$ cat src/verilog/nvm_pkg.sv
// Behaviour
// store_enable set before any write
// store_go with store_enable starts write
// store_go clears itself at write end
// store_go without store_enable does nothing
// fetch_enable needed for reads; clear blocks
// fetch_go with fetch_enable starts read, clears
// fetch_go without fetch_enable does nothing
// software never sets both go bits
// control bits 7 to 4 read zero
// address before read; byte in data
// fetched byte holds until next operation
// software enables, then sets store_go next
// software masks global interrupts around start
// write time from free-running internal timer
// power-on reset clears store_enable
// write end sets nvm_irq_flag always
// request needs both enables, stack not full
// servicing interrupt clears nvm_irq_flag
// 64 bytes, six address bits, rest zero
// software avoids sleep during cycles
// start requests ignored while cycle runs
package nvm_pkg;

	localparam int AXI_ADDR_W = 8;
	localparam int NVM_DEPTH = 64;
	localparam int NVM_ADDR_W = 6;
	localparam int NVM_DATA_W = 8;

	// -------------------------------------------------------------
	// register byte addresses
	// -------------------------------------------------------------
	localparam logic [7:0] OFS_ADDRESS = 8'h00;
	localparam logic [7:0] OFS_DATA = 8'h04;
	localparam logic [7:0] OFS_CONTROL = 8'h08;
	localparam logic [7:0] OFS_IRQ = 8'h0C;

	// -------------------------------------------------------------
	// field positions and reset values
	// -------------------------------------------------------------
	localparam int CTRL_W = 4;
	localparam int IRQ_ENABLE_BIT = 0;
	localparam int IRQ_GLOBAL_BIT = 1;
	localparam int IRQ_FLAG_BIT = 2;
	localparam logic [3:0] RST_CONTROL = 4'h0;
	localparam logic [5:0] RST_ADDRESS = 6'h00;
	localparam logic [7:0] RST_DATA = 8'h00;

	// -------------------------------------------------------------
	// cycle counts
	// -------------------------------------------------------------
	localparam int READ_CYCLES = 2;
	localparam int WRITE_PRESCALE = 16;
	localparam int WRITE_TICKS = 32;

	localparam logic [1:0] RESP_OKAY = 2'h0;
	localparam logic [1:0] RESP_SLVERR = 2'h2;

	typedef struct packed {
		logic store_enable;
		logic store_go;
		logic fetch_enable;
		logic fetch_go;
	} nvm_ctrl_s;

	typedef enum logic [1:0] {
		ST_IDLE = 2'h0,
		ST_READ = 2'h1,
		ST_WRITE = 2'h2
	} nvm_state_e;

endpackage

$ cat src/verilog/nvm_access.sv
`timescale 1ns/1ps
module nvm_access #(
	parameter int WRITE_PRESCALE_P = nvm_pkg::WRITE_PRESCALE,
	parameter int WRITE_TICKS_P = nvm_pkg::WRITE_TICKS
) (
	input wire logic aclk,
	input wire logic aresetn,
	input wire logic [nvm_pkg::AXI_ADDR_W-1:0] awaddr,
	input wire logic [2:0] awprot,
	input wire logic awvalid,
	output logic awready,
	input wire logic [31:0] wdata,
	input wire logic [3:0] wstrb,
	input wire logic wvalid,
	output logic wready,
	output logic [1:0] bresp,
	output logic bvalid,
	input wire logic bready,
	input wire logic [nvm_pkg::AXI_ADDR_W-1:0] araddr,
	input wire logic [2:0] arprot,
	input wire logic arvalid,
	output logic arready,
	output logic [31:0] rdata,
	output logic [1:0] rresp,
	output logic rvalid,
	input wire logic rready,
	input wire logic stack_full,
	input wire logic irq_ack,
	output logic irq_request
);
	import nvm_pkg::*;

	// -------------------------------------------------------------
	// address decode
	// -------------------------------------------------------------
	function automatic logic is_mapped(input logic [AXI_ADDR_W-1:0] a);
		is_mapped = (a == OFS_ADDRESS) || (a == OFS_DATA) ||
			(a == OFS_CONTROL) || (a == OFS_IRQ);
	endfunction

	// -------------------------------------------------------------
	// state
	// -------------------------------------------------------------
	localparam int RCW = $clog2(READ_CYCLES);
	localparam logic [RCW-1:0] READ_LAST = RCW'(READ_CYCLES - 1);

	nvm_ctrl_s ctrl;
	nvm_ctrl_s wctrl;
	nvm_state_e state;
	logic [NVM_ADDR_W-1:0] address_reg;
	logic [NVM_DATA_W-1:0] data_reg;
	logic [NVM_ADDR_W-1:0] lat_addr;
	logic [NVM_DATA_W-1:0] lat_data;
	logic [NVM_DATA_W-1:0] mem_rdata;
	logic [RCW-1:0] read_cnt;
	logic irq_enable;
	logic global_irq_enable;
	logic irq_flag;

	logic aw_got;
	logic w_got;
	logic [AXI_ADDR_W-1:0] aw_addr_q;
	logic [31:0] w_data_q;
	logic [3:0] w_strb_q;
	logic do_write;
	logic wr_ctrl;
	logic wr_addr_reg;
	logic wr_data_reg;
	logic wr_irq;
	logic start_store;
	logic start_fetch;
	logic write_end;
	logic read_end;

	// -------------------------------------------------------------
	// write channel capture
	// -------------------------------------------------------------
	assign do_write = aw_got && w_got && !bvalid;
	assign wr_ctrl = do_write && (aw_addr_q == OFS_CONTROL) && w_strb_q[0];
	assign wr_addr_reg = do_write && (aw_addr_q == OFS_ADDRESS) && w_strb_q[0];
	assign wr_data_reg = do_write && (aw_addr_q == OFS_DATA) && w_strb_q[0];
	assign wr_irq = do_write && (aw_addr_q == OFS_IRQ) && w_strb_q[0];
	assign wctrl = nvm_ctrl_s'(w_data_q[CTRL_W-1:0]);

	always_ff @(posedge aclk) begin
		if (!aresetn) begin
			aw_got <= 1'b0;
			aw_addr_q <= '0;
		end else if (awvalid && awready) begin
			aw_got <= 1'b1;
			aw_addr_q <= awaddr;
		end else if (do_write) begin
			aw_got <= 1'b0;
		end
	end

	always_ff @(posedge aclk) begin
		if (!aresetn) begin
			w_got <= 1'b0;
			w_data_q <= '0;
			w_strb_q <= '0;
		end else if (wvalid && wready) begin
			w_got <= 1'b1;
			w_data_q <= wdata;
			w_strb_q <= wstrb;
		end else if (do_write) begin
			w_got <= 1'b0;
		end
	end

	always_ff @(posedge aclk) begin
		if (!aresetn) begin
			awready <= 1'b0;
		end else if (awvalid && awready) begin
			awready <= 1'b0;
		end else if (!aw_got && !bvalid) begin
			awready <= 1'b1;
		end
	end

	always_ff @(posedge aclk) begin
		if (!aresetn) begin
			wready <= 1'b0;
		end else if (wvalid && wready) begin
			wready <= 1'b0;
		end else if (!w_got && !bvalid) begin
			wready <= 1'b1;
		end
	end

	always_ff @(posedge aclk) begin
		if (!aresetn) begin
			bvalid <= 1'b0;
			bresp <= RESP_OKAY;
		end else if (do_write) begin
			bvalid <= 1'b1;
			bresp <= is_mapped(aw_addr_q) ? RESP_OKAY : RESP_SLVERR;
		end else if (bready) begin
			bvalid <= 1'b0;
		end
	end

	// -------------------------------------------------------------
	// read channel
	// -------------------------------------------------------------
	always_ff @(posedge aclk) begin
		if (!aresetn) begin
			arready <= 1'b0;
		end else if (arvalid && arready) begin
			arready <= 1'b0;
		end else if (!rvalid) begin
			arready <= 1'b1;
		end
	end

	always_ff @(posedge aclk) begin
		if (!aresetn) begin
			rvalid <= 1'b0;
			rdata <= '0;
			rresp <= RESP_OKAY;
		end else if (arvalid && arready) begin
			rvalid <= 1'b1;
			rresp <= is_mapped(araddr) ? RESP_OKAY : RESP_SLVERR;
			unique case (araddr)
				OFS_ADDRESS: rdata <= {26'h0, address_reg};
				OFS_DATA: rdata <= {24'h0, data_reg};
				OFS_CONTROL: rdata <= {28'h0, ctrl};
				OFS_IRQ: rdata <= {29'h0, irq_flag, global_irq_enable, irq_enable};
				default: rdata <= '0;
			endcase
		end else if (rready) begin
			rvalid <= 1'b0;
		end
	end

	// -------------------------------------------------------------
	// start decisions
	// -------------------------------------------------------------
	// go accepted only if enable was already set before this write
	assign start_store = wr_ctrl && wctrl.store_go && !wctrl.fetch_go
		&& ctrl.store_enable && (state == ST_IDLE); // see see see
	assign start_fetch = wr_ctrl && wctrl.fetch_go && !wctrl.store_go
		&& ctrl.fetch_enable && (state == ST_IDLE); // see see
	assign read_end = (state == ST_READ) && (read_cnt == READ_LAST);

	// -------------------------------------------------------------
	// control register
	// -------------------------------------------------------------
	always_ff @(posedge aclk) begin
		if (!aresetn) begin
			ctrl <= nvm_ctrl_s'(RST_CONTROL);
		end else begin
			if (wr_ctrl) begin
				ctrl.store_enable <= wctrl.store_enable;
				ctrl.fetch_enable <= wctrl.fetch_enable;
			end
			if (start_store) begin
				ctrl.store_go <= 1'b1;
			end else if (write_end) begin
				ctrl.store_go <= 1'b0;
			end
			if (start_fetch) begin
				ctrl.fetch_go <= 1'b1;
			end else if (read_end) begin
				ctrl.fetch_go <= 1'b0;
			end
		end
	end

	// -------------------------------------------------------------
	// cycle sequencer
	// -------------------------------------------------------------
	always_ff @(posedge aclk) begin
		if (!aresetn) begin
			state <= ST_IDLE;
		end else begin
			unique case (state)
				ST_IDLE: begin
					if (start_store) begin
						state <= ST_WRITE;
					end else if (start_fetch) begin
						state <= ST_READ;
					end
				end
				ST_READ: begin
					if (read_end) begin
						state <= ST_IDLE;
					end
				end
				ST_WRITE: begin
					if (write_end) begin
						state <= ST_IDLE;
					end
				end
				default: state <= ST_IDLE;
			endcase
		end
	end

	always_ff @(posedge aclk) begin
		if (!aresetn) begin
			read_cnt <= '0;
		end else if (start_fetch) begin
			read_cnt <= '0;
		end else if (state == ST_READ) begin
			read_cnt <= read_cnt + RCW'(1);
		end
	end

	always_ff @(posedge aclk) begin
		if (!aresetn) begin
			lat_addr <= RST_ADDRESS;
			lat_data <= RST_DATA;
		end else if (start_store) begin
			lat_addr <= address_reg;
			lat_data <= data_reg;
		end
	end

	// -------------------------------------------------------------
	// address and data registers
	// -------------------------------------------------------------
	always_ff @(posedge aclk) begin
		if (!aresetn) begin
			address_reg <= RST_ADDRESS;
		end else if (wr_addr_reg) begin
			address_reg <= w_data_q[NVM_ADDR_W-1:0];
		end
	end

	always_ff @(posedge aclk) begin
		if (!aresetn) begin
			data_reg <= RST_DATA;
		end else if (read_end) begin
			data_reg <= mem_rdata; // see
		end else if (wr_data_reg) begin
			data_reg <= w_data_q[NVM_DATA_W-1:0];
		end
	end

	// -------------------------------------------------------------
	// interrupt flag and request
	// -------------------------------------------------------------
	always_ff @(posedge aclk) begin
		if (!aresetn) begin
			irq_enable <= 1'b0;
			global_irq_enable <= 1'b0;
		end else if (wr_irq) begin
			irq_enable <= w_data_q[IRQ_ENABLE_BIT];
			global_irq_enable <= w_data_q[IRQ_GLOBAL_BIT];
		end
	end

	// set wins over service or write-one clear
	always_ff @(posedge aclk) begin
		if (!aresetn) begin
			irq_flag <= 1'b0;
		end else if (write_end) begin
			irq_flag <= 1'b1;
		end else if (irq_ack || (wr_irq && w_data_q[IRQ_FLAG_BIT])) begin
			irq_flag <= 1'b0;
		end
	end

	always_ff @(posedge aclk) begin
		if (!aresetn) begin
			irq_request <= 1'b0;
		end else begin
			irq_request <= irq_flag && irq_enable && global_irq_enable
				&& !stack_full && !irq_ack;
		end
	end

	// -------------------------------------------------------------
	// storage and write timing
	// -------------------------------------------------------------
	nvm_write_timer #(
		.PRESCALE(WRITE_PRESCALE_P),
		.TICKS(WRITE_TICKS_P)
	) u_timer (
		.aclk(aclk),
		.aresetn(aresetn),
		.start(start_store),
		.done(write_end)
	);

	nvm_array #(
		.DEPTH(NVM_DEPTH),
		.AW(NVM_ADDR_W),
		.DW(NVM_DATA_W)
	) u_array (
		.aclk(aclk),
		.wr_en(write_end),
		.wr_addr(lat_addr),
		.wr_data(lat_data),
		.rd_en(start_fetch),
		.rd_addr(address_reg),
		.rd_data(mem_rdata)
	);
endmodule

$ cat src/verilog/nvm_array.sv
`timescale 1ns/1ps
module nvm_array #(
	parameter int DEPTH = 64,
	parameter int AW = 6,
	parameter int DW = 8
) (
	input wire logic aclk,
	input wire logic wr_en,
	input wire logic [AW-1:0] wr_addr,
	input wire logic [DW-1:0] wr_data,
	input wire logic rd_en,
	input wire logic [AW-1:0] rd_addr,
	output logic [DW-1:0] rd_data
);
	logic [DW-1:0] cells [DEPTH];

	always_ff @(posedge aclk) begin
		if (wr_en) begin
			cells[wr_addr] <= wr_data;
		end
	end

	always_ff @(posedge aclk) begin
		if (rd_en) begin
			rd_data <= cells[rd_addr];
		end
	end
endmodule

$ cat src/verilog/nvm_write_timer.sv
`timescale 1ns/1ps
module nvm_write_timer #(
	parameter int PRESCALE = 16,
	parameter int TICKS = 32
) (
	input wire logic aclk,
	input wire logic aresetn,
	input wire logic start,
	output logic done
);
	localparam int PW = $clog2(PRESCALE);
	localparam int TW = $clog2(TICKS);
	localparam logic [PW-1:0] PRE_LAST = PW'(PRESCALE - 1);
	localparam logic [TW-1:0] TICK_LAST = TW'(TICKS - 1);

	logic [PW-1:0] pre;
	logic [TW-1:0] count;
	logic busy;
	logic tick;

	// free-running base, so start phase varies (see)
	assign tick = (pre == PRE_LAST);

	always_ff @(posedge aclk) begin
		if (!aresetn) begin
			pre <= '0;
		end else if (tick) begin
			pre <= '0;
		end else begin
			pre <= pre + PW'(1);
		end
	end

	always_ff @(posedge aclk) begin
		if (!aresetn) begin
			busy <= 1'b0;
			count <= '0;
			done <= 1'b0;
		end else begin
			done <= 1'b0;
			if (start) begin
				busy <= 1'b1;
				count <= '0;
			end else if (busy && tick) begin
				if (count == TICK_LAST) begin
					busy <= 1'b0;
					done <= 1'b1;
				end else begin
					count <= count + TW'(1);
				end
			end
		end
	end
endmodule
$ cat config.mk
export PLATFORM = sky130hd
export DESIGN_NAME = nvm_access
export DESIGN_NICKNAME = d
export VERILOG_FILES = /design/src/verilog/nvm_pkg.sv /design/src/verilog/nvm_access.sv /design/src/verilog/nvm_array.sv /design/src/verilog/nvm_write_timer.sv
export SDC_FILE = /design/constraint.sdc
export NUM_CORES = 1
export LEC_CHECK = 0
export ABC_AREA = 1
export ABC_CLOCK_PERIOD_IN_PS = 2900
export BUFFER_PORTS_ARGS = -buffer_cell sky130_fd_sc_hd__buf_2
export CAP_MARGIN = 15
export CORE_MARGIN = 1
export CORE_UTILIZATION = 50
export DETAILED_ROUTE_END_ITERATION = 7
export GPL_TIMING_DRIVEN = 0
export HOLD_SLACK_MARGIN = 0.08
export PLACE_DENSITY = 0.67
export SYNTH_ARGS = -nofsm -noshare
export SYNTH_HDL_FRONTEND = slang
export SYNTH_HIERARCHICAL = 1
export SYNTH_SLANG_ARGS = --single-unit
$ cat constraint.sdc
create_clock -name aclk -period 2.9 [get_ports aclk]
set_clock_uncertainty 0.05 [all_clocks]
set_input_delay 0.58 -clock aclk [delete_from_list [all_inputs] [get_ports aclk]]
set_output_delay 0.58 -clock aclk [all_outputs]
set_load 0.005 [all_outputs]
# [After elaboration in Yosys (flattened, before gate mapping)]
# Memory sizes are Yosys's and may differ from the RTL's. A register that Yosys moved wholly into a read port is not among the register bits.
# Index checks and enable logic that the tools add are counted.
[totals] regBits=110 mem_bits_rw=512 in_bits=67 n_memories=1
[mem_list] memory="u_array.cells" depth=64 width=8 read_ports=1 rd_ports_with_merged_regs=1 write_ports=1 line_no="nvm_array.sv:15" rtl="logic [DW-1:0] cells [DEPTH];"
[op_classes] add_sub_neg=3 n_eq_ne=13 n_mux=29 n_bitwise=3 reduce_logical=67
[ops] op="equality test 8 x 4 -> 1 bit (second input constant)" n=4
[ops] op="case mux 8 bit (4 select lines)" n=1
[ops] op="logical AND 1 bit" n=30
[ops] op="nonzero test 2 bit" n=10
[ops] op="two-way mux 1 bit" n=19
[ops] op="equality test 8 x 3 -> 1 bit (second input constant)" n=2
[ops] op="zero test 8 bit" n=2
[ops] op="two-way mux 8 bit" n=2
[ops] op="two-way mux 2 bit" n=6
[ops] op="OR reduction 2 bit" n=6
[ops] op="zero test 1 bit" n=7
[ops] op="logical OR 1 bit" n=7
[ops] op="case mux 2 bit (3 select lines)" n=1
[ops] op="adder 5 x 1 -> 5 bit (second input constant)" n=1
[ops] op="equality test 5 bit (second input constant)" n=1
[ops] op="adder 4 x 1 -> 4 bit (second input constant)" n=1
[ops] op="equality test 4 bit (second input constant)" n=1
[ops] op="AND reduction 2 bit" n=2
[ops] op="!= test 3 bit (second input constant)" n=1
[ops] op="inverter 1 bit" n=3
[ops] op="AND reduction 3 bit" n=1
[ops] op="OR reduction 3 bit" n=1
[ops] op="equality test 2 x 1 -> 1 bit (second input constant)" n=1
[ops] op="equality test 2 bit (second input constant)" n=1
[ops] op="other kinds (4)" n=4

# [Longest topological paths before layout]
[logic_depth] depth_word=11 ltp_mapped=12

# [Hierarchy]
# The synthesis kept the hierarchy.
[by_module_without_submodules] module="nvm_array" instances=1 cells_each=1805 area_each_um2=21419.3 seq_area_each_um2=15615.0
[by_module_without_submodules] module="nvm_access" instances=1 cells_each=452 area_each_um2=3284.4 seq_area_each_um2=1461.4
[by_module_without_submodules] module="nvm_write_timer" instances=1 cells_each=61 area_each_um2=478.0 seq_area_each_um2=220.2

# [Worst setup path after synthesis]
# OpenSTA, ideal clock, no wires.
[synth_timing] kind="reg2reg" from="register u_timer.done" to="memory u_array.cells[48][0], enable pin" arrival_time_ns=1.686 required_ns=2.455 setup_slack_ns=0.769 path_stages_with_launch=4 synth_period_minus_slack_ns=2.131 cell_sequence="dfxtp_1 -> clkbuf_1 -> nand4_1 -> nor4_1"
[synth_via] elab_chain_len=2
[synth_lines] item="from (decl)" line_no="nvm_write_timer.sv:9" rtl="output logic done"
[synth_lines] item="from (signal assigned)" line_no="nvm_write_timer.sv:38" rtl="done <= 1'b0;"
[synth_lines] item="from (signal assigned)" line_no="nvm_write_timer.sv:40" rtl="done <= 1'b0;"
[synth_lines] item="from (signal assigned)" line_no="nvm_write_timer.sv:47" rtl="done <= 1'b1;"
[synth_lines] item="two-way mux 1 bit" line_no="nvm_array.sv:18" rtl="if (wr_en) begin"
[synth_lines] item="two-way mux 1 bit (not written as such)" line_no="nvm_array.sv:19" rtl="cells[wr_addr] <= wr_data;"
[synth_lines] item="to (decl)" line_no="nvm_array.sv:15"
# Every way passes these cells.

# [Worst setup path after layout]
[layout_timing] from="register lat_addr[1]" to="memory u_array.cells[21][5], enable pin"
[layout_lines] item="from (decl)" line_no="nvm_access.sv:52" rtl="logic [NVM_ADDR_W-1:0] lat_addr;"
[layout_lines] item="from (signal assigned)" line_no="nvm_access.sv:255" rtl="lat_addr <= address_reg;"
# Straight into the memory's write port.

==> results.toml <==
[clock_network]
tritoncts = "yes"
clk_path_buf_depth = 3
clkTransAtPathRegs_ps = 60
clkLatencyLatePin_ps = 630
clock-sinks = 604
h-tree-depth = 2
cts_root_buf = "clkbuf_16"
cts_buffers = 60

[setup_path]
critPathLaunch = "lat_addr[1]$_SDFFE_PN0P_"
critical_path_required_ps = 3100
crit_arrival_ps = 3230
rrSetupSlack_ps = -130
r2r-end = "u_array/cells[21][5]$_DFFE_PP_"
rr_worst_depth = 4
reg2reg_from = "lat_addr[1]$_SDFFE_PN0P_"
cp-end-kind = "flop"
critical_path_class = "flop to flop"
crit_path_max_fanout = 9
start_kind = "flop"

[placed_design]
hpwlAfterDp_um = 47200
dp_cells = 3068
portBuffers = 49
post-place-ws_ps = -157
gp_congestion = 0.938

[floorplanning]
core-area_sq_mm = 0.0494
start_util_pct = 51.0
placementRows = 81
fp.dieH_um = 226
die_w_um = 226
ios = 109
dieArea_sq_mm = 0.0513

[cells_and_area]
instances_no_fill = 3188
largest_reg_flops = 512
finalCoreUtilization_pct = 57.9
top_register = "u_array/cells"
diodes = 0
drive_above_1_share_pct = 13.7
nets = 2545
syn2layout_area_growth_pct = 13.5
num-fill-cells = 4048

[yosys]
synth_top_area_cell = "edfxtp_1"
yosysTopAreaCellShare_pct = 62.0
async_flop_share_pct = 0
synth_area_leaders = "edfxtp_1 62%, nand2_1 11%, nand3_1 9.3%"
synth.distinct_cells = 38
synthCells = 2318
synth_edf_count = 520
synth-main-ff-cell = "edfxtp_1"
ys_seq_area_share_pct = 68.7
yosysWarningCount = 6
synth_seq_cells = 604
syn-cell-area_sq_mm = 0.0252
avgSynthCellArea_sq_um = 10.9

[sta]
slew_headroom_pct = 31.7
finalCritPeriodShare_pct = 104
drv_slew = 0
setup_violations = 98
fmaxAchievable_ghz = 0.330
rsz0062_at_grt = "yes"
hold_viol = 0
min_period_ps = 3030
fin_tns_setup_ps = -8100
layout_setup_ws_ps = -128
worstMarginPinSlew_ps = 1020

[power]
internal_power_mw = 13.6
total_power_mw = 17.0
comb_power_share_pct = 1.4
leakage_nw = 11.3
ir_drop_v = 0.000494
net-switching-power_mw = 3.40
clkPwrFrac_pct = 43.5
powerDensity_mw_per_mm2 = 594
switching_share_pct = 20.0
seqPwrFrac_pct = 55.1

[grt]
grt_pass1_wl_um = 104000
grt_overflow = 0
antenna_found_initial = 0
grt_max_degree = 66
grt_usage_pct = 27.9
grt_pass1_vias = 17200

[drt]
drt-pass1-iter-count = 6
drcViolationCount = 0
routedWlPerCell_um = 22.2
vias = 18300
drt_iter0_markers = 2209
via_per_inst = 5.73
routed_wl_um = 70600
ant_nets = 0

[worst_hold_path]
worstHoldStart = "rready"
worstHoldEndpoint = "rvalid$_SDFFE_PN0P_"
min_path_type = "primary input to flop"
whs_path_depth = 4

[outcome]
violations = "negative setup slack"
status = "finished with violations"

[flow_run]
drv_cap = 0
-- kinds of logic after synthesis --
| kind of cell | Yosys count | synth area share [%] |
|---|---|---|
| AO/OA/AOI/OAI | 100 | 2.02 |
| XOR/XNOR | 2 | 0.0696 |
| adder cells (fa/ha/maj) | 3 | 0.149 |
| buffers and inverters | 209 | 5.11 |
| flip-flops | 604 | 68.7 |
| other | 1 | 0.0149 |
| AND/OR/NAND/NOR | 1399 | 23.9 |
-- timing repair --
action                                 in CTS  in global routing
gates cloned                                0                  0
hold buffers                                2                  0
setup endpoints to repair                  99                323
pin swaps                                   0                  3
setup buffers                               0                  7
gates resized for setup                    16                 21
endpoints found under the hold margin       1                  0
-- stage by stage --
step	instance area [sq um]	hold slack [ps]
floorplan	25300	368
global placement	26400	379
detailed placement	26600	389
CTS	28500	125
global route	28600	159
finish	28600	142
-- how the worst max path moves through the flow --
stage | to | slack (ps)
after global routing | u_array/cells[11][4]$_DFFE_PP_ | -200
after CTS | u_array/cells[14][2]$_DFFE_PP_ | -50
after detailed placement | u_array/cells[62][7]$_DFFE_PP_ | -160
final | u_array/cells[21][5]$_DFFE_PP_ | -130
after floorplan | u_array/cells[48][0]$_DFFE_PP_ | 770
after global placement | u_array/cells[54][2]$_DFFE_PP_ | -390
-- cells in the final DEF, fill, tap and decap left out, drive strengths merged, types with 4 or more instances in the layout --
master / count
nand4: 12
nand2: 744
o21ai: 55
a21oi: 41
clkbuf: 112
nor2: 154
clkinv: 19
nor3: 4
nand3: 475
dfxtp: 84
nor4: 9
buf: 200
inv: 56
edfxtp: 520
conb: 26
-- critical path: stages, from the launching register on --
cell	delay [ps]
dfxtp_1	310
clkbuf_1	230
inv_1	320
nand4_1	770
nor2_1	960
-- synth_stat cells (4+ instances only) --
cell type and instances:
dfxtp_1 84, inv_2 6, edfxtp_1 520, inv_1 47, nor2_2 5, o21ai_0 44, a21oi_1 41, nand4_1 11
nor2_4 4, nand3_1 470, buf_1 13, buf_4 41, clkbuf_1 22, nor4_1 9, o21ai_1 11, nand2_1 740
buf_6 36, nor2_1 145, buf_2 40
-- final cells by class --
class	count	area (sq um)	area share, %
Clock inverter	21	128	0.446
Buffer	154	1070	3.76
Inverter	55	213	0.744
Multi-Input combinational cell	1530	6840	23.9
Clock buffer	90	1720	6.01
Sequential cell	604	17300	60.6
Timing Repair Buffer	70	470	1.65
Tap cell	664	831	2.91
-- metal layers --
metal | share of wire [%] | global-route usage, % | up-vias
met5 | 0 | 0 | -
met4 | 3.4 | 10.0 | 0
met3 | 11 | 6.22 | 144
met2 | 46 | 44.2 | 945
met1 | 39 | 38.0 | 8900
li1 | - | - | 8289
-- power groups by stage --
stage	clock [mW]	combinational (mW)	sequential, mW
floorplan	0	0.162	9.53
finish	7.39	0.242	9.35
detailed placement	0	0.237	9.53
global placement	0	0.233	9.54
CTS	7.43	0.239	9.35
global route	7.77	0.271	9.35
Note: power is estimated with default switching activity, not from simulation.
